## src/design/alarm_defines.svh

```systemverilog
/*
  Offsets, field positions, reset values and codes for the alarm reaction block.
  Assumes a 32-bit APB slave and byte addresses on word boundaries.
*/
//////////////////////////////////////////////////////////////////////////////
// Functional notes
// brake fault on command versus feedback mismatch
// selector codes: ignore,warn,disable,fast,stop,torque
// warning only flags, drive state untouched
// disable turns drive off at once
// fast stop ramps, then disables drive
// normal stop ramps, then disables drive
// torque limit stop brakes, disables at standstill
// three independent selectors, all six codes accepted
// relay enable opens drive-ok relay while active; code keeps it closed for an alarm set to ignore
// motor overload when motor accumulator full
// drive overload when drive accumulator full
// latch off: restart on empty, output low
// latch on: operator reset needed, output low
// reaction next cycle, held until restart condition
//////////////////////////////////////////////////////////////////////////////
`ifndef ALARM_DEFINES_SVH
`define ALARM_DEFINES_SVH

// register byte offsets
`define CTRL_OFF    8'h00
`define STATUS_OFF  8'h04
`define MASK_OFF    8'h08
`define STATE_OFF   8'h0C

// control register fields
`define SEL_LSB     0
`define RELAY_LSB   9
`define HOLD_BIT    12
`define CTRL_RST    32'h0000_0000

// reaction selector codes
`define RX_IGNORE   3'h0
`define RX_WARN     3'h1
`define RX_DISABLE  3'h2
`define RX_FAST     3'h3
`define RX_STOP     3'h4
`define RX_TLIM     3'h5

// heat accumulator full scale and empty level
`define HEAT_FULL   16'hFFFF
`define HEAT_EMPTY  16'h0000

`endif

```

## src/design/alarm_pkg.sv

```systemverilog
/*
  Types for the alarm reaction block: bus carriers, drive command and state.
  Assumes the constants header supplies all numbers.
*/
`default_nettype none
package alarm_pkg;

  // apb request from the master
  typedef struct packed {
    logic [7:0]  paddr;
    logic        psel;
    logic        penable;
    logic        pwrite;
    logic [31:0] pwdata;
  } apb_req_t;

  // apb answer to the master
  typedef struct packed {
    logic [31:0] prdata;
    logic        pready;
    logic        pslverr;
  } apb_rsp_t;

  // command to the drive core
  typedef struct packed {
    logic enable;
    logic fast_stop;
    logic normal_stop;
    logic tlim_stop;
  } drive_cmd_t;

  // reaction sequencer states
  typedef enum logic [2:0] {
    ST_RUN,
    ST_FAST,
    ST_NORM,
    ST_TLIM,
    ST_OFF
  } drive_state_t;

  // whole state of the block
  typedef struct packed {
    logic [2:0]      sync1;      // pin first stage
    logic [2:0]      sync2;      // pin second stage
    logic [2:0][2:0] sel;        // reaction selector per alarm
    logic [2:0]      relay_en;   // relay open enable per alarm
    logic            hold;       // motor overload restart hold
    logic [2:0]      status;     // sticky alarm events
    logic [2:0]      mask;       // interrupt mask
    logic [2:0]      active;     // alarm in force
    logic            rst_seen;   // operator reset taken
    drive_state_t    st;         // reaction sequencer
    apb_rsp_t        rsp;        // bus answer
    drive_cmd_t      cmd;        // drive command
    logic            warn;       // alarm flagged
    logic            relay_ok;   // drive-ok relay closed
    logic            mo_out;     // motor overload output
    logic            irq;        // interrupt line
  } state_t;

endpackage
`default_nettype wire

```

## src/design/alarm_reaction.sv

```systemverilog
/*
  Alarm reaction logic for brake fault, motor overload and drive overload.
  Assumes brake command, accumulators, ramp-done and standstill come from
  logic on REF_CLK; brake feedback and both reset requests come from pins.
*/
// Local design decisions: the address map and the APB register port.
`include "alarm_defines.svh"
`default_nettype none
module alarm_reaction (
  // clock and reset
  input  wire logic                 REF_CLK,
  input  wire logic                 SYS_RST,
  // register bus
  input  wire alarm_pkg::apb_req_t  APB_REQ,
  output var  alarm_pkg::apb_rsp_t  APB_RSP,
  // brake command and feedback
  input  wire logic                 BRAKE_CMD,
  input  wire logic                 BRAKE_FB,
  // operator alarm reset
  input  wire logic                 KEYPAD_RST,
  input  wire logic                 DIN_ALARM_RST,
  // heat accumulators
  input  wire logic [15:0]          MOTOR_HEAT,
  input  wire logic [15:0]          DRIVE_HEAT,
  // drive core status
  input  wire logic                 FAST_RAMP_DONE,
  input  wire logic                 NORMAL_RAMP_DONE,
  input  wire logic                 STANDSTILL,
  // drive command and indications
  output var  alarm_pkg::drive_cmd_t DRIVE_CMD,
  output var  logic                 ALARM_WARNING,
  output var  logic                 DRIVE_OK_RELAY,
  output var  logic                 MOTOR_OVERLOAD_OUT,
  output var  logic                 IRQ
);
  import alarm_pkg::*;

  //////////////////////////////////////////////////////////////////////////
  // state and decode signals

  state_t     s_r;          // registered state
  state_t     s_nxt;        // next state
  logic [2:0] is_ign;       // selector asks to ignore
  logic [2:0] is_dis;       // selector asks immediate disable
  logic [2:0] is_fast;      // selector asks fast ramp
  logic [2:0] is_norm;      // selector asks normal ramp
  logic [2:0] is_tlim;      // selector asks torque limit stop

  //////////////////////////////////////////////////////////////////////////
  // per-alarm selector decode, same for all three alarms

  genvar g;
  generate
    for (g = 0; g < 3; g = g + 1) begin : g_dec
      // codes 6 and 7 fall to disable, the safe side
      assign is_ign[g]  = (s_r.sel[g] == `RX_IGNORE);
      assign is_dis[g]  = (s_r.sel[g] == `RX_DISABLE) ||
                          (s_r.sel[g] > `RX_TLIM);
      assign is_fast[g] = (s_r.sel[g] == `RX_FAST);
      assign is_norm[g] = (s_r.sel[g] == `RX_STOP);
      assign is_tlim[g] = (s_r.sel[g] == `RX_TLIM);
    end
  endgenerate

  //////////////////////////////////////////////////////////////////////////
  // next-state logic

  always_comb begin
    logic [2:0]  raw;       // alarm condition this cycle
    logic [2:0]  clr;       // restart condition per alarm
    logic [2:0]  act;       // next active alarms
    logic [2:0]  eff;       // active and not ignored
    logic [2:0]  ev;        // new alarm events
    logic [2:0]  w1c;       // status bits written with one
    logic        rst_req;   // operator reset level
    logic        acc;       // access phase
    logic        done;      // transfer completes at this edge
    logic        any_dis;   // some alarm wants disable
    logic        any_fast;  // some alarm wants fast ramp
    logic        any_norm;  // some alarm wants normal ramp
    logic        any_tlim;  // some alarm wants torque stop
    raw      = 3'h0;
    clr      = 3'h0;
    act      = 3'h0;
    eff      = 3'h0;
    ev       = 3'h0;
    w1c      = 3'h0;
    rst_req  = 1'b0;
    acc      = 1'b0;
    done     = 1'b0;
    any_dis  = 1'b0;
    any_fast = 1'b0;
    any_norm = 1'b0;
    any_tlim = 1'b0;
    s_nxt    = s_r;

    // pins pass two flops before use
    s_nxt.sync1 = {DIN_ALARM_RST, KEYPAD_RST, BRAKE_FB};
    s_nxt.sync2 = s_r.sync1;
    rst_req     = s_r.sync2[1] | s_r.sync2[2];

    // alarm conditions
    raw[0] = BRAKE_CMD ^ s_r.sync2[0];
    raw[1] = (MOTOR_HEAT >= `HEAT_FULL);
    raw[2] = (DRIVE_HEAT >= `HEAT_FULL);

    // operator reset only counts while the latched alarm stands
    if (s_r.active[1] && s_r.hold && rst_req) begin
      s_nxt.rst_seen = 1'b1;
    end

    // restart conditions
    clr[0] = ~raw[0];
    clr[1] = (MOTOR_HEAT == `HEAT_EMPTY) &&
             (~s_r.hold || s_r.rst_seen || rst_req);
    clr[2] = (DRIVE_HEAT == `HEAT_EMPTY);

    // alarm stays in force until its restart condition
    act = raw | (s_r.active & ~clr);
    s_nxt.active = act;
    if (~act[1]) begin
      s_nxt.rst_seen = 1'b0;
    end
    eff = act & ~is_ign;
    ev  = raw & ~s_r.active & ~is_ign;

    //----------------------------------------------------------------------
    // apb slave: one wait state, answer registered
    acc  = APB_REQ.psel & APB_REQ.penable;
    done = acc & s_r.rsp.pready;
    s_nxt.rsp.pready  = acc & ~s_r.rsp.pready;
    s_nxt.rsp.pslverr = 1'b0;
    if (acc && !s_r.rsp.pready) begin
      // read data and error prepared for the ready cycle
      s_nxt.rsp.prdata = 32'h0000_0000;
      case (APB_REQ.paddr)
        `CTRL_OFF: begin
          s_nxt.rsp.prdata[12:0] = {s_r.hold, s_r.relay_en, s_r.sel};
        end
        `STATUS_OFF: begin
          s_nxt.rsp.prdata[2:0] = s_r.status;
        end
        `MASK_OFF: begin
          s_nxt.rsp.prdata[2:0] = s_r.mask;
        end
        `STATE_OFF: begin
          // bit 7 is spare and reads zero
          s_nxt.rsp.prdata[10:0] = {s_r.st, 1'b0, s_r.mo_out,
                                    s_r.active & ~is_ign, s_r.active};
        end
        default: begin
          s_nxt.rsp.pslverr = 1'b1;
        end
      endcase
    end

    // writes land only on the edge that sees pready high
    if (done && APB_REQ.pwrite) begin
      case (APB_REQ.paddr)
        `CTRL_OFF: begin
          s_nxt.sel      = APB_REQ.pwdata[`SEL_LSB +: 9];
          s_nxt.relay_en = APB_REQ.pwdata[`RELAY_LSB +: 3];
          s_nxt.hold     = APB_REQ.pwdata[`HOLD_BIT];
        end
        `STATUS_OFF: begin
          w1c = APB_REQ.pwdata[2:0];
        end
        `MASK_OFF: begin
          s_nxt.mask = APB_REQ.pwdata[2:0];
        end
        default: begin
          // read-only or unmapped: write dropped
        end
      endcase
    end

    //----------------------------------------------------------------------
    // sticky status: a new event beats a same-cycle clear
    s_nxt.status = (s_r.status & ~w1c) | ev;
    s_nxt.irq    = |(s_nxt.status & s_nxt.mask);

    //----------------------------------------------------------------------
    // reaction sequencer, driven from next active set
    any_dis  = |(eff & is_dis);
    any_fast = |(eff & is_fast);
    any_norm = |(eff & is_norm);
    any_tlim = |(eff & is_tlim);
    case (s_r.st)
      ST_RUN: begin
        // reaction starts on the edge that latches the alarm
        if (any_dis) begin
          s_nxt.st = ST_OFF;
        end else if (any_fast) begin
          s_nxt.st = ST_FAST;
        end else if (any_tlim) begin
          s_nxt.st = ST_TLIM;
        end else if (any_norm) begin
          s_nxt.st = ST_NORM;
        end
      end
      ST_FAST: begin
        // disable when the fast ramp is done or a disable alarm appears
        if (any_dis || FAST_RAMP_DONE) begin
          s_nxt.st = ST_OFF;
        end
      end
      ST_NORM: begin
        // a harsher reaction may take over a normal ramp
        if (any_dis || NORMAL_RAMP_DONE) begin
          s_nxt.st = ST_OFF;
        end else if (any_fast) begin
          s_nxt.st = ST_FAST;
        end else if (any_tlim) begin
          s_nxt.st = ST_TLIM;
        end
      end
      ST_TLIM: begin
        // torque-limited braking ends at standstill
        if (any_dis || STANDSTILL) begin
          s_nxt.st = ST_OFF;
        end
      end
      ST_OFF: begin
        // restart once no stopping alarm is left
        if (!(any_dis || any_fast || any_norm || any_tlim)) begin
          s_nxt.st = ST_RUN;
        end
      end
      default: begin
        s_nxt.st = ST_OFF;
      end
    endcase

    //----------------------------------------------------------------------
    // outputs, all taken from next state so they leave a flop
    s_nxt.cmd.enable      = (s_nxt.st != ST_OFF);
    s_nxt.cmd.fast_stop   = (s_nxt.st == ST_FAST);
    s_nxt.cmd.normal_stop = (s_nxt.st == ST_NORM);
    s_nxt.cmd.tlim_stop   = (s_nxt.st == ST_TLIM);
    s_nxt.warn            = |eff;
    s_nxt.relay_ok        = ~|(eff & s_nxt.relay_en);
    s_nxt.mo_out          = act[1];
  end

  //////////////////////////////////////////////////////////////////////////
  // state register, synchronous reset

  always_ff @(posedge REF_CLK) begin
    if (SYS_RST) begin
      s_r          <= '0;
      s_r.st       <= ST_RUN;
      s_r.cmd      <= 4'h8;       // drive enabled, no stop
      s_r.relay_ok <= 1'b1;       // relay closed, drive ok
    end else begin
      s_r <= s_nxt;
    end
  end

  //////////////////////////////////////////////////////////////////////////
  // ports straight from flops

  assign APB_RSP            = s_r.rsp;
  assign DRIVE_CMD          = s_r.cmd;
  assign ALARM_WARNING      = s_r.warn;
  assign DRIVE_OK_RELAY     = s_r.relay_ok;
  assign MOTOR_OVERLOAD_OUT = s_r.mo_out;
  assign IRQ                = s_r.irq;

endmodule
`default_nettype wire

```

## config.mk

```make
export PLATFORM = sky130hd
export DESIGN_NAME = alarm_reaction
export DESIGN_NICKNAME = d
export VERILOG_FILES = /design/src/design/alarm_pkg.sv /design/src/design/alarm_reaction.sv
export VERILOG_INCLUDE_DIRS = /design/src /design/src/design
export SDC_FILE = /design/constraint.sdc
export NUM_CORES = 1
export LEC_CHECK = 0
export BUFFER_PORTS_ARGS = -buffer_cell sky130_fd_sc_hd__buf_4
export CORE_ASPECT_RATIO = 0.5
export CORE_MARGIN = 2
export CORE_UTILIZATION = 45
export CTS_BUF_LIST = sky130_fd_sc_hd__clkbuf_4 sky130_fd_sc_hd__clkbuf_8
export DETAILED_ROUTE_END_ITERATION = 16
export GPL_TIMING_DRIVEN = 1
export PLACE_DENSITY = 0.78
export SYNTH_ARGS = -nofsm -noshare
export SYNTH_HDL_FRONTEND = slang
export SYNTH_SLANG_ARGS = --single-unit
```

## constraint.sdc

```tcl
create_clock -name REF_CLK -period 3.3 [get_ports REF_CLK]
set_input_delay 0.99 -clock REF_CLK [delete_from_list [all_inputs] [get_ports REF_CLK]]
set_output_delay 0.99 -clock REF_CLK [all_outputs]
set_load 0.05 [all_outputs]
```

== Yosys cells after proc, flatten, opt, wreduce, memory -nomap -nowiden ==
Index checks and enable logic that the tools add are counted.
W data, S select, Z words.

* Reduce and logical (&&, ||, !) cells: 36
* Mux-type cells: 21
* Magnitude comparators: 5
* Equality and inequality tests: 23
* Bitwise operators: 28

{| class="wikitable"
|+ Operator list
! cell !! number
|-
| $mux W3 || 14
|-
| $and A3 B3 Y3 || 12
|-
| $ge A16 B16 Y1 const B || 2
|-
| $logic_not A16 Y1 || 2
|-
| $eq A3 B2 Y1 const B || 10
|-
| $eq A3 B3 Y1 const B || 7
|-
| $reduce_or A3 Y1 || 7
|-
| $eq A8 B4 Y1 const B || 2
|-
| $pmux W8 S2 || 1
|-
| $pmux W3 S5 || 1
|-
| $logic_not A3 Y1 || 4
|-
| $not A3 Y3 || 4
|-
| $pmux W3 S4 || 1
|-
| $logic_or A1 B1 Y1 || 11
|-
| $gt A3 B3 Y1 const B || 3
|-
| $eq A8 B3 Y1 const B || 1
|-
| $logic_not A8 Y1 || 1
|-
| $mux W4 || 2
|-
| $eq A3 B1 Y1 const B || 2
|-
| $or A3 B3 Y3 || 2
|-
| $logic_and A1 B1 Y1 || 5
|-
| $not A1 Y1 || 5
|-
| $reduce_or A2 Y1 || 2
|-
| $reduce_or A4 Y1 || 1
|-
| other kinds (8) || 11
|}

* Output and inout bits: 42
* Register bits after elaboration: 55

== Logic depth before layout (Yosys ltp) ==
Gate-level depths: netlist of the first run.

* Depth after elaboration: 16
* Depth in mapped cells: 8

== Worst setup path after synthesis of the first run ==
No wires, ideal clock.

* Path type: input -> register
* From: input MOTOR_HEAT[14]
* To: register s_r, in the netlist DRIVE_CMD[2]
* Path slack: 519 ps
* Path buffers: 1
* Data arrival time: 2665 ps
* Stages: 7
* Required time: 3185 ps
* Cell sequence: or4_1 o31ai_2 and3_1 buf_6 o211ai_2 a211o_1 and3_1

* Word-level cells in the longest chain between the ends: 14

{| class="wikitable"
|+ Ends and longest elaborated chain
! what !! line !! text
|-
| start, declared || alarm_reaction.sv:23 || <nowiki>input wire logic [15:0] MOTOR_HEAT,</nowiki>
|-
| branches (longest 4 deep; another with $ge A16 B16 Y1) || - ||
|-
| $or A3 B3 Y3 (*) || alarm_reaction.sv:119 || <nowiki>act = raw | (s_r.active & ~clr);</nowiki>
|-
| $and A3 B3 Y3 (*) || alarm_reaction.sv:124 || <nowiki>eff = act & ~is_ign;</nowiki>
|-
| $and A3 B3 Y3 (on tied branches) || alarm_reaction.sv:186, alarm_reaction.sv:184, alarm_reaction.sv:185 ||
|-
| $reduce_or A3 Y1 (on tied branches) || alarm_reaction.sv:186, alarm_reaction.sv:184, alarm_reaction.sv:185 ||
|-
| $mux W3 / $logic_or A1 B1 Y1 (equally long branches) || alarm_reaction.sv:197, alarm_reaction.sv:225 ||
|-
| $mux W3 / $logic_or A1 B1 Y1 (equally long branches) || alarm_reaction.sv:195, alarm_reaction.sv:225 ||
|-
| $mux W3 / $logic_or A1 B1 Y1 (equally long branches) || alarm_reaction.sv:193, alarm_reaction.sv:225 ||
|-
| $mux W3 (on tied branches) || alarm_reaction.sv:191, alarm_reaction.sv:225 ||
|-
| $pmux W3 S5 (*) || alarm_reaction.sv:188 || <nowiki>case (s_r.st)</nowiki>
|-
| $eq A3 B1 Y1 (*) || alarm_reaction.sv:237 || <nowiki>s_nxt.cmd.fast_stop = (s_nxt.st == ST_FAST);</nowiki>
|-
| end signal, assigned || alarm_reaction.sv:255 || <nowiki>s_r <= s_nxt;</nowiki>
|-
| end, declared || alarm_reaction.sv:41 || <nowiki>state_t s_r;</nowiki>
|}

Mark *: on every way between the ends.
A chain may end at the register's enable or synchronous reset.

== Final worst setup path of the first run ==
Same ends and word-level chain as after synthesis.

==> metrics.yaml, run 1 <==
slowest_stage: "or4_1"
grt_first_pass_wirelength_um: 11400
rrSetupSlack_ns: 1.15
cts_tree: "done"
internal_power_uw: 977
clock_latency_ns: 0.30
p_sw_uw: 330
fin_area_sq_mm: 0.00341
synth.area.top_cells: "dfxtp_1 (39%), buf_4 (10%), nand2_1 (3.8%)"
viasPerCell: 5.47
wire_per_inst_um: 15.2
coreArea_sq_mm: 0.00601
crit_family: "simple AND/OR/NAND/NOR gates"
yosysSeqAreaShare_pct: 39.0
synth_edf_count: 0
yosysWarnings: 0
holdWs_ns: 0.445
post-dp-hpwl_um: 5550
num_vias: 2564
gp_congestion: 0.867
grt_use_total_pct: 21.2
cp_max_fo: 6
overflow: 0
grt_max_degree: 44
avgSynthCellArea_sq_um: 8.51
endpoint_kind: "register"
rows: 20
critPathLaunchType: "input port"
synth_top_area_cell: "dfxtp_1"
start_util_pct: 46.2
critPathRequiredTime_ns: 3.50
clkPwrFrac_pct: 34.4
max_stage_delay_ns: 0.54
ctsLongestPathBuffers: 2
clock_sinks: 54
antenna_cells: 0
reg2reg_from: "s_r[55]$_SDFFE_PP0P_"
r2r_end: "DRIVE_CMD[2]$_SDFF_PP0_"
finalCritPeriodShare_pct: 85.1
die_height_um: 59.5
grt_pass1_vias: 2418
ir_worst_vdd_v: 0.000193
ant_nets: 0
firstDrtPassIters: 4
pwr-share-comb_pct: 14.6
reg2regPathDepth: 6
max_slew_margin_pct: 67.1
synth_area_sq_mm: 0.00277
die_w_um: 115
synth_top_cell_area_share_pct: 39.0
ioPinCount: 126
ys_types: 61
cp_cell_sequence: "buf_4 -> or4_1 -> o31ai_2 -> and3_1 -> o211ai_2 -> a211o_1 -> and3_1"
wl_met2_um: 3410
fin_skew_ns: 0.0105
post_dp_cell_area_sq_mm: 0.00329
p_leak_nw: 1.40
swShare_pct: 25.3
numPortBuffers: 87
p_seq_share_pct: 51.0
hold_start: "s_nxt[70]$_SDFF_PP0_"
cts_root_buf: "clkbuf_8"
outcome: "complete, no violations"
first_iter_violations: 125
antenna_found_initial: 0
h-tree-depth: 2
setup_viol: 0
crit_arrival_ns: 3.00
finalMaxSlewViolations: 0
drive_gt1_share_pct: 29.1
hp-class: "reg2reg"
max-cap-violations: 0
die_area_sq_mm: 0.00685
finalNetCount: 476
holdPathEnd: "s_r[70]$_SDFF_PP0_"
fill_cells: 538
syn_inst: 326
top_layer: "met4"
fmax_ghz: 0.356
async_reset_ff_share_pct: 0
wirelength_um: 7120
critPathBufInv: 1
power.density_mw_per_mm2: 384
whs_path_depth: 1
clkTransAtPathRegs_ns: 0.09
synth-seq-cells: 54
holdBufCountCts: 0
final-hold-violation-count: 0
finalCriticalPeriod_ns: 2.81
drt-met1-wl_um: 2990
crit_type: "in2reg"
post-cts-setup-buffer-count: 0
rsz0062_at_grt: "no"
syn_to_final_growth_pct: 22.8
ctsResizeCount: 0
cpMostUsedCell: "and3_1"
tightest_slew_ns: 0.490
wl_met3_um: 679
fin_tns_setup_ns: 0
ys.flop_type: "dfxtp_1"
cts_buffers: 5
drc: 0
==> power groups by stage <==
stage                     sequential (mW)  combinational [mW]  clock, mW
after floorplan                     0.681               0.135          0
after detailed placement            0.682               0.190          0
after global routing                0.669               0.203      0.487
after global placement              0.682               0.186          0
after CTS                           0.667               0.190      0.460
final                               0.667               0.190      0.449
==> per-stage QoR <==
step                setup WS [ns]  utilization [%]  std cells  power, mW
global placement            0.254             54.9        462      0.868
global route                0.352             56.7        469       1.36
floorplan                   0.519                -        344      0.816
CTS                         0.504             56.7        469       1.32
detailed placement          0.197             54.9        462      0.873
finish                      0.492             56.7        469       1.31
==> routing by layer <==
metal / up-vias / track usage (%)
li1: 1249 / -
met1: 1196 / 27.2
met2: 115 / 36.4
met3: 4 / 5.83
met4: 0 / 3.79
met5: - / 4.44
==> worst register-to-register path: stages, from the launching register on <==
cell and delay [ns]:
dfxtp_1 0.42, nor4b_1 0.33, o31ai_2 0.15, and3_1 0.29
or3_1 0.35, a211o_1 0.32, and3_1 0.19
==> placed cells by master (no fill, tap or decap), drive strengths merged, types with 2 or more instances in the layout <==
cell	count
maj3	2
buf	94
nor4	8
and3	2
nand3	18
mux4	2
nor3	11
nor2	23
nand4	10
and2	4
a211oi	3
or2	4
inv	11
conb	19
a31oi	3
o21ai	4
nor2b	7
mux2i	7
o31ai	2
nand2	28
a221oi	3
nand2b	2
dfxtp	54
clkbuf	6
a41oi	2
a21oi	19
o211ai	4
nand4b	2
a32oi	2
a22oi	4
or3	4
nand3b	2
or4	6
==> final cells by class <==
cell class	instances	area, sq um	area share [%]
Sequential cell	54	1080	31.7
Tap cell	77	96.3	2.83
Clock inverter	1	30.0	0.881
Clock buffer	6	82.6	2.42
Inverter	11	41.3	1.21
Timing Repair Buffer	94	706	20.7
Multi-Input combinational cell	226	1370	40.2
==> state kept, by name, summed over array words and instances (netlist names) <==
register and count:
APB_RSP 15, DRIVE_OK_RELAY 1, DRIVE_CMD 4, s_nxt 3, IRQ 1, s_r 29, ALARM_WARNING 1
==> worst max path at each step <==
stage / startpoint / end / depth (start not counted)
finish: MOTOR_HEAT[14] / DRIVE_CMD[2]$_SDFF_PP0_ / 7
global route: MOTOR_HEAT[14] / DRIVE_CMD[2]$_SDFF_PP0_ / 8
CTS: MOTOR_HEAT[14] / DRIVE_CMD[2]$_SDFF_PP0_ / 7
detailed placement: MOTOR_HEAT[14] / DRIVE_CMD[2]$_SDFF_PP0_ / 7
global placement: MOTOR_HEAT[14] / DRIVE_CMD[2]$_SDFF_PP0_ / 7
floorplan: MOTOR_HEAT[14] / DRIVE_CMD[2]$_SDFF_PP0_ / 7
==> cell families (layout without fill, tap and decap cells) <==
group / count (synthesis) / count (layout) / synth area share, %
and+or+nand+nor: 134 / 134 / 25.8
adders and majority gates: 2 / 2 / 0.722
other: 1 / 19 / 0.135
AOI/OAI and AO/OA: 60 / 60 / 15.6
DFF: 54 / 54 / 39.0
muxes: 9 / 9 / 4.15
buffers and inverters: 64 / 112 / 14.1
xor gates and xnor gates: 2 / 2 / 0.632
==> cell usage after synthesis, types with 3 or more instances <==
library cell	count
a31oi_1	3
o211ai_1	3
nor2b_1	7
buf_4	38
nor2_1	23
mux2i_1	7
inv_1	11
nand2_1	28
or4_1	5
nor4_1	7
a221oi_1	3
clkbuf_1	14
or2_2	3
a22oi_1	4
nor3_1	10
nand4_1	10
dfxtp_1	54
nand3_1	18
or3_1	4
a21oi_1	19
and2_1	4
Power figures use the tool's default switching activity.
==> run 2, diff against run 1 <==
--- a/config.mk
+++ b/config.mk
@@ -14,6 +14,8 @@
 export DETAILED_ROUTE_END_ITERATION = 16
 export GPL_TIMING_DRIVEN = 1
 export PLACE_DENSITY = 0.78
+export REMOVE_ABC_BUFFERS = 1
 export SYNTH_ARGS = -nofsm -noshare
 export SYNTH_HDL_FRONTEND = slang
 export SYNTH_SLANG_ARGS = --single-unit
+export TNS_END_PERCENT = 20
==> run 2 against run 1 <==
  * Cell count did not move
  * Combinational power barely moved
  * Global-route usage fell by 0.82 points
  * Highest routed layer unchanged
  * Routed wire length fell by 1.5%
  * Non-clock buffer count fell by 1
  * Worst hold slack got worse by 0.0029 ns
  * Critical path depth rose by 1
  * Maximum frequency fell by 0.41%
  * Die area did not move
  * Design area fell by 0.62%
==> metrics.yaml, run 2 (synthesized netlist as in run 1, its figures left out) <==
drive_gt1_share_pct: 29.1
final_common_cell: "buf_4"
holdBufCountCts: 0
grt_first_pass_wirelength_um: 10900
gp_congestion: 0.981
die_w_um: 115
critPathRequiredTime_ns: 3.50
critPathLaunchType: "input port"
ioPinCount: 126
reg2reg_from: "s_r[55]$_SDFFE_PP0P_"
holdPathEnd: "s_r[68]$_SDFF_PP0_"
slowest_stage: "or4_1"
rsz0062_at_grt: "no"
cts_buffers: 5
grt_pass1_vias: 2311
antenna_cells: 0
clkTransAtPathRegs_ns: 0.09
cp_cell_sequence: "buf_4 -> or4_1 -> o31ai_2 -> and3_1 -> nor3_2 -> o31ai_1 -> inv_1 -> and3_1"
setup_viol: 0
numPortBuffers: 87
finalCriticalPeriod_ns: 2.82
clock_latency_ns: 0.31
final-hold-violation-count: 0
overflow: 0
place_ws_ns: 0.160
die_area_sq_mm: 0.00685
finalNetCount: 475
outcome: "complete, no violations"
die_height_um: 59.5
cp_max_fo: 6
grt-busiest-layer: "met2"
fin_skew_ns: 0.0116
cts_tree: "done"
post-dp-hpwl_um: 5390
grtUsageMet3_pct: 4.50
num_vias: 2577
finalMaxSlewViolations: 0
post-cts-setup-buffer-count: 0
grt_use_total_pct: 20.4
antenna_found_initial: 0
max-cap-violations: 0
hp-class: "reg2reg"
power.density_mw_per_mm2: 370
finalCritPeriodShare_pct: 85.4
largest_reg_flops: 29
tightest_slew_ns: 0.608
reg2regPathDepth: 6
layout_setup_ws_ns: 0.480
max_slew_margin_pct: 59.1
final_cell_mix: "buf_4 (93), dfxtp_1 (54), nand2_1 (28)"
grtUsageMet1_pct: 26.2
hold_start: "s_nxt[68]$_SDFF_PP0_"
whs_path_depth: 1
r2r_end: "DRIVE_CMD[2]$_SDFF_PP0_"
max_stage_delay_ns: 0.53
wire_per_inst_um: 14.9
ctsResizeCount: 0
coreArea_sq_mm: 0.00601
total_power_mw: 1.25
endpoint_kind: "register"
grt_max_degree: 44
rrSetupSlack_ns: 1.10
first_iter_violations: 214
ctsLongestPathBuffers: 2
fmax_ghz: 0.355
regMostFlops: "s_r"
viasPerCell: 5.49
crit_arrival_ns: 3.02
p_leak_nw: 1.39
h-tree-depth: 2
drc: 0
ir_worst_vdd_v: 0.000189
clock_sinks: 54
use_met2_pct: 34.9
firstDrtPassIters: 4
rows: 20
syn_to_final_growth_pct: 22.1
ant_nets: 0
cts_root_buf: "clkbuf_8"
wirelength_um: 7010
cpMostUsedCell: "and3_1"
start_util_pct: 46.2
crit_type: "in2reg"
-- run 2: cell count changes in the layout (fill, tap and decap cells not counted), sizes merged --
cell | previous run | this run
inv | 11 | 12
clkinvlp | 0 | 1
buf | 94 | 93
bufinv | 1 | 0
-- run 2: final cells by class --
cell class                 count  area [sq um]
tap                           77          96.3
timing repair buffer          93           698
clock buffer                   6          82.6
fill                         524          2620
sequential                    54          1080
clock inverter                 2          16.3
multi-input combinational    226          1370
inverter                      11          41.3
-- run 2: routing by layer --
| layer | part of all wire, % | vias to the layer above |
|---|---|---|
| li1 | - | 1252 |
| met1 | 42 | 1185 |
| met2 | 48 | 125 |
| met3 | 8.1 | 15 |
| met4 | 1.6 | 0 |
| met5 | 0 | - |
-- run 2: per-stage QoR --
stage          hold slack [ns]  cells  cell area, sq um  TNS, ns  utilization, %
2_1_floorplan            0.414    291              2490    -1.49               -
3_3_place_gp             0.421    461              3290        0            54.7
3_5_place_dp             0.425    461              3290        0            54.7
4_1_cts                  0.447    469              3390        0            56.4
5_1_grt                  0.463    469              3390        0            56.4
6_report                 0.443    469              3390        0            56.4
-- run 2: worst max-delay path by stage --
stage,from,end
after global placement,APB_REQ[36],IRQ$_SDFF_PP0_
final,MOTOR_HEAT[14],DRIVE_CMD[2]$_SDFF_PP0_
after global routing,MOTOR_HEAT[14],DRIVE_CMD[2]$_SDFF_PP0_
after detailed placement,APB_REQ[36],IRQ$_SDFF_PP0_
after floorplan,APB_REQ[36],DRIVE_OK_RELAY$_SDFF_PP1_
after CTS,MOTOR_HEAT[14],DRIVE_CMD[2]$_SDFF_PP0_
-- run 2: critical path: cells and delay by family --
family / cells / cell delay (ns)
AND/OR/NAND/NOR: 4 / 1.14
AO/OA/AOI/OAI: 2 / 0.66
buffers and inverters: 2 / 0.21
-- run 2: report_power, final --
part           total, mW  switching [mW]  leakage, nW  internal (mW)
logic              0.193           0.120        0.904         0.0724
clock network      0.394           0.221       0.0478          0.173
registers          0.667         0.00511        0.438          0.662
total               1.25           0.346         1.39          0.907
==> run 3, diff against run 2 <==
--- a/config.mk
+++ b/config.mk
@@ -6,14 +6,14 @@
 export SDC_FILE = /design/constraint.sdc
 export NUM_CORES = 1
 export LEC_CHECK = 0
+export ABC_AREA = 1
 export BUFFER_PORTS_ARGS = -buffer_cell sky130_fd_sc_hd__buf_4
 export CORE_ASPECT_RATIO = 0.5
 export CORE_MARGIN = 2
 export CORE_UTILIZATION = 45
-export CTS_BUF_LIST = sky130_fd_sc_hd__clkbuf_4 sky130_fd_sc_hd__clkbuf_8
 export DETAILED_ROUTE_END_ITERATION = 16
 export GPL_TIMING_DRIVEN = 1
-export PLACE_DENSITY = 0.78
+export PLACE_DENSITY = 0.77
 export REMOVE_ABC_BUFFERS = 1
 export SYNTH_ARGS = -nofsm -noshare
 export SYNTH_HDL_FRONTEND = slang
==> run 3 against run 2 <==
  * Sequential cell count did not move
  * Maximum frequency rose by 22%
  * Critical path type unchanged
  * Synthesized area rose by 6.2%
  * Clock skew fell by 0.0069 ns
  * Worst setup slack improved by 0.51 ns
  * Die area rose by 5.9%
  * Non-clock buffer count fell by 3
  * Count of clock-buffer cells in the layout did not move
  * Utilization rose by 2.0 points
==> metrics.yaml, run 3 <==
slowest_stage: "a21oi_1"
post-cts-setup-buffer-count: 0
avgSynthCellArea_sq_um: 6.77
syn_to_final_growth_pct: 23.1
synth_top_area_cell: "dfxtp_1"
viasPerCell: 4.90
r2r_end: "DRIVE_CMD[2]$_SDFF_PP0_"
endpoint_kind: "register"
synth_area_sq_mm: 0.00295
holdBufCountCts: 0
grt_max_degree: 30
p_leak_nw: 1.68
clock_latency_ns: 0.30
cts_tree: "done"
critPathRequiredTime_ns: 3.53
finalNetCount: 586
start_util_pct: 47.5
synth_top_cell_area_share_pct: 36.7
numPortBuffers: 87
synth.top_cells.by_count: "nand2_1 (90), nor2_1 (65), dfxtp_1 (54)"
yosysMostFrequentCell: "nand2_1"
regMostFlops: "s_r"
synth-seq-cells: 54
firstDrtPassIters: 4
max-cap-violations: 0
wirelength_um: 6870
final-hold-violation-count: 0
grt_use_total_pct: 19.8
die_height_um: 61.2
final_cell_mix: "nand2_1 (90), buf_4 (90), nor2_1 (65)"
cpMostUsedCell: "nand2_1"
post_dp_cell_area_sq_mm: 0.00347
overflow: 0
coreArea_sq_mm: 0.00621
crit_arrival_ns: 2.54
ctsLongestPathBuffers: 2
finalMaxSlewViolations: 0
grt_first_pass_wirelength_um: 11300
yosysSeqAreaShare_pct: 36.7
yosysWarnings: 0
fin_area_sq_mm: 0.00362
die_area_sq_mm: 0.00725
rows: 20
syn_inst: 435
finalCritPeriodShare_pct: 70.1
fin_skew_ns: 0.00468
cts_buffers: 5
fin_tns_setup_ns: 0
tightest_slew_ns: 0.620
synth.area.top_cells: "dfxtp_1 (37%), nand2_1 (11%), buf_4 (9.7%)"
h-tree-depth: 2
ioPinCount: 126
endpoint: "DRIVE_CMD[1]$_SDFF_PP0_"
dp.cells: 583
ys_types: 37
reg2reg_from: "s_r[59]$_SDFFE_PP0P_"
clock_sinks: 54
first_iter_violations: 144
power.density_mw_per_mm2: 387
cts_root_buf: "clkbuf_16"
max_slew_margin_pct: 58.3
antenna_cells: 0
setup_viol: 0
post-dp-hpwl_um: 5330
worstSetupStartpoint: "DRIVE_HEAT[8]"
fmax_ghz: 0.432
antenna_found_initial: 0
grt_pass1_vias: 2538
die_w_um: 118
crit_type: "in2reg"
ctsResizeCount: 0
ir_worst_vdd_v: 0.000195
ant_nets: 0
hp-class: "reg2reg"
finalCriticalPeriod_ns: 2.31
drc: 0
num_vias: 2897
rsz0062_at_grt: "no"
reg2regPathDepth: 11
ys.flop_type: "dfxtp_1"
largest_reg_flops: 29
cp_cell_sequence: "buf_4 -> nor2_1 -> nand2_1 -> nor2_1 -> nand2_1 -> nand2_1 -> nand2_1 -> a21oi_1 -> nand3b_1 -> nor2_1 -> nand2_1 -> nand3_1 -> nand2_1 -> nor2_1"
rrSetupSlack_ns: 1.46
drive_gt1_share_pct: 21.9
critPathLaunchType: "input port"
clkTransAtPathRegs_ns: 0.07
wire_per_inst_um: 11.6
cp_max_fo: 5
outcome: "complete, no violations"
synth_edf_count: 0
async_reset_ff_share_pct: 0
max_stage_delay_ns: 0.27
gp_congestion: 0.878
layoutNonFillerInstCount: 591
## run 3: cells by family (layout without fill, tap and decap cells)
family / Yosys count / after routing / share of synthesized area [%]
AO/OA/AOI/OAI: 69 / 69 / 13.3
flip-flops: 54 / 54 / 36.7
AND/OR/NAND/NOR: 210 / 210 / 31.8
buffers and inverters: 100 / 150 / 17.8
XOR/XNOR: 1 / 1 / 0.297
other: 1 / 19 / 0.127
## run 3: layer usage
layer | track usage, % | wire, um | vias up
met3 | 5.65 | 662 | 8
met2 | 33.5 | 3030 | 108
met4 | 5.27 | 52 | 0
met1 | 25.8 | 3130 | 1293
met5 | 0 | 0 | -
li1 | - | - | 1488
## run 3: power by group
part / internal, mW / switching, mW
Sequential: 0.662 / 0.00429
Clock: 0.305 / 0.239
Combinational: 0.0708 / 0.122
## run 3: worst max-delay path, delay by kind of cell
kind | cells | cell delay [ns]
buffers and inverters | 1 | 0.11
AND/OR/NAND/NOR | 12 | 1.17
AO/OA/AOI/OAI | 1 | 0.27
## run 3: how the worst min path moves through the flow
stage	from	endpoint	slack (ns)	cells past startpoint
final	s_nxt[70]$_SDFF_PP0_	s_r[70]$_SDFF_PP0_	0.41	2
after global routing	s_nxt[70]$_SDFF_PP0_	s_r[70]$_SDFF_PP0_	0.44	2
after CTS	s_nxt[69]$_SDFF_PP0_	s_r[69]$_SDFF_PP0_	0.41	2
after floorplan	s_nxt[68]$_SDFF_PP0_	s_r[68]$_SDFF_PP0_	0.39	2
after detailed placement	s_nxt[68]$_SDFF_PP0_	s_r[68]$_SDFF_PP0_	0.40	2
after global placement	s_nxt[68]$_SDFF_PP0_	s_r[68]$_SDFF_PP0_	0.39	2
## run 3: cell type report
| class | count | area (sq um) |
|---|---|---|
| Timing Repair Buffer | 90 | 676 |
| Clock inverter | 2 | 17.5 |
| Sequential cell | 54 | 1080 |
| Multi-Input combinational cell | 299 | 1410 |
| Inverter | 52 | 195 |
| Fill cell | 609 | 2580 |
| Clock buffer | 6 | 139 |
| Tap cell | 88 | 110 |
## run 3: per-stage QoR
step	power [mW]	hold WS [ns]	setup slack (ns)	utilization, %
finish	1.40	0.405	0.987	58.4
CTS	1.41	0.408	0.979	58.4
global placement	0.871	0.395	0.684	55.9
global route	1.46	0.437	0.671	58.4
detailed placement	0.873	0.397	0.681	55.9
floorplan	0.783	0.388	0.767	-
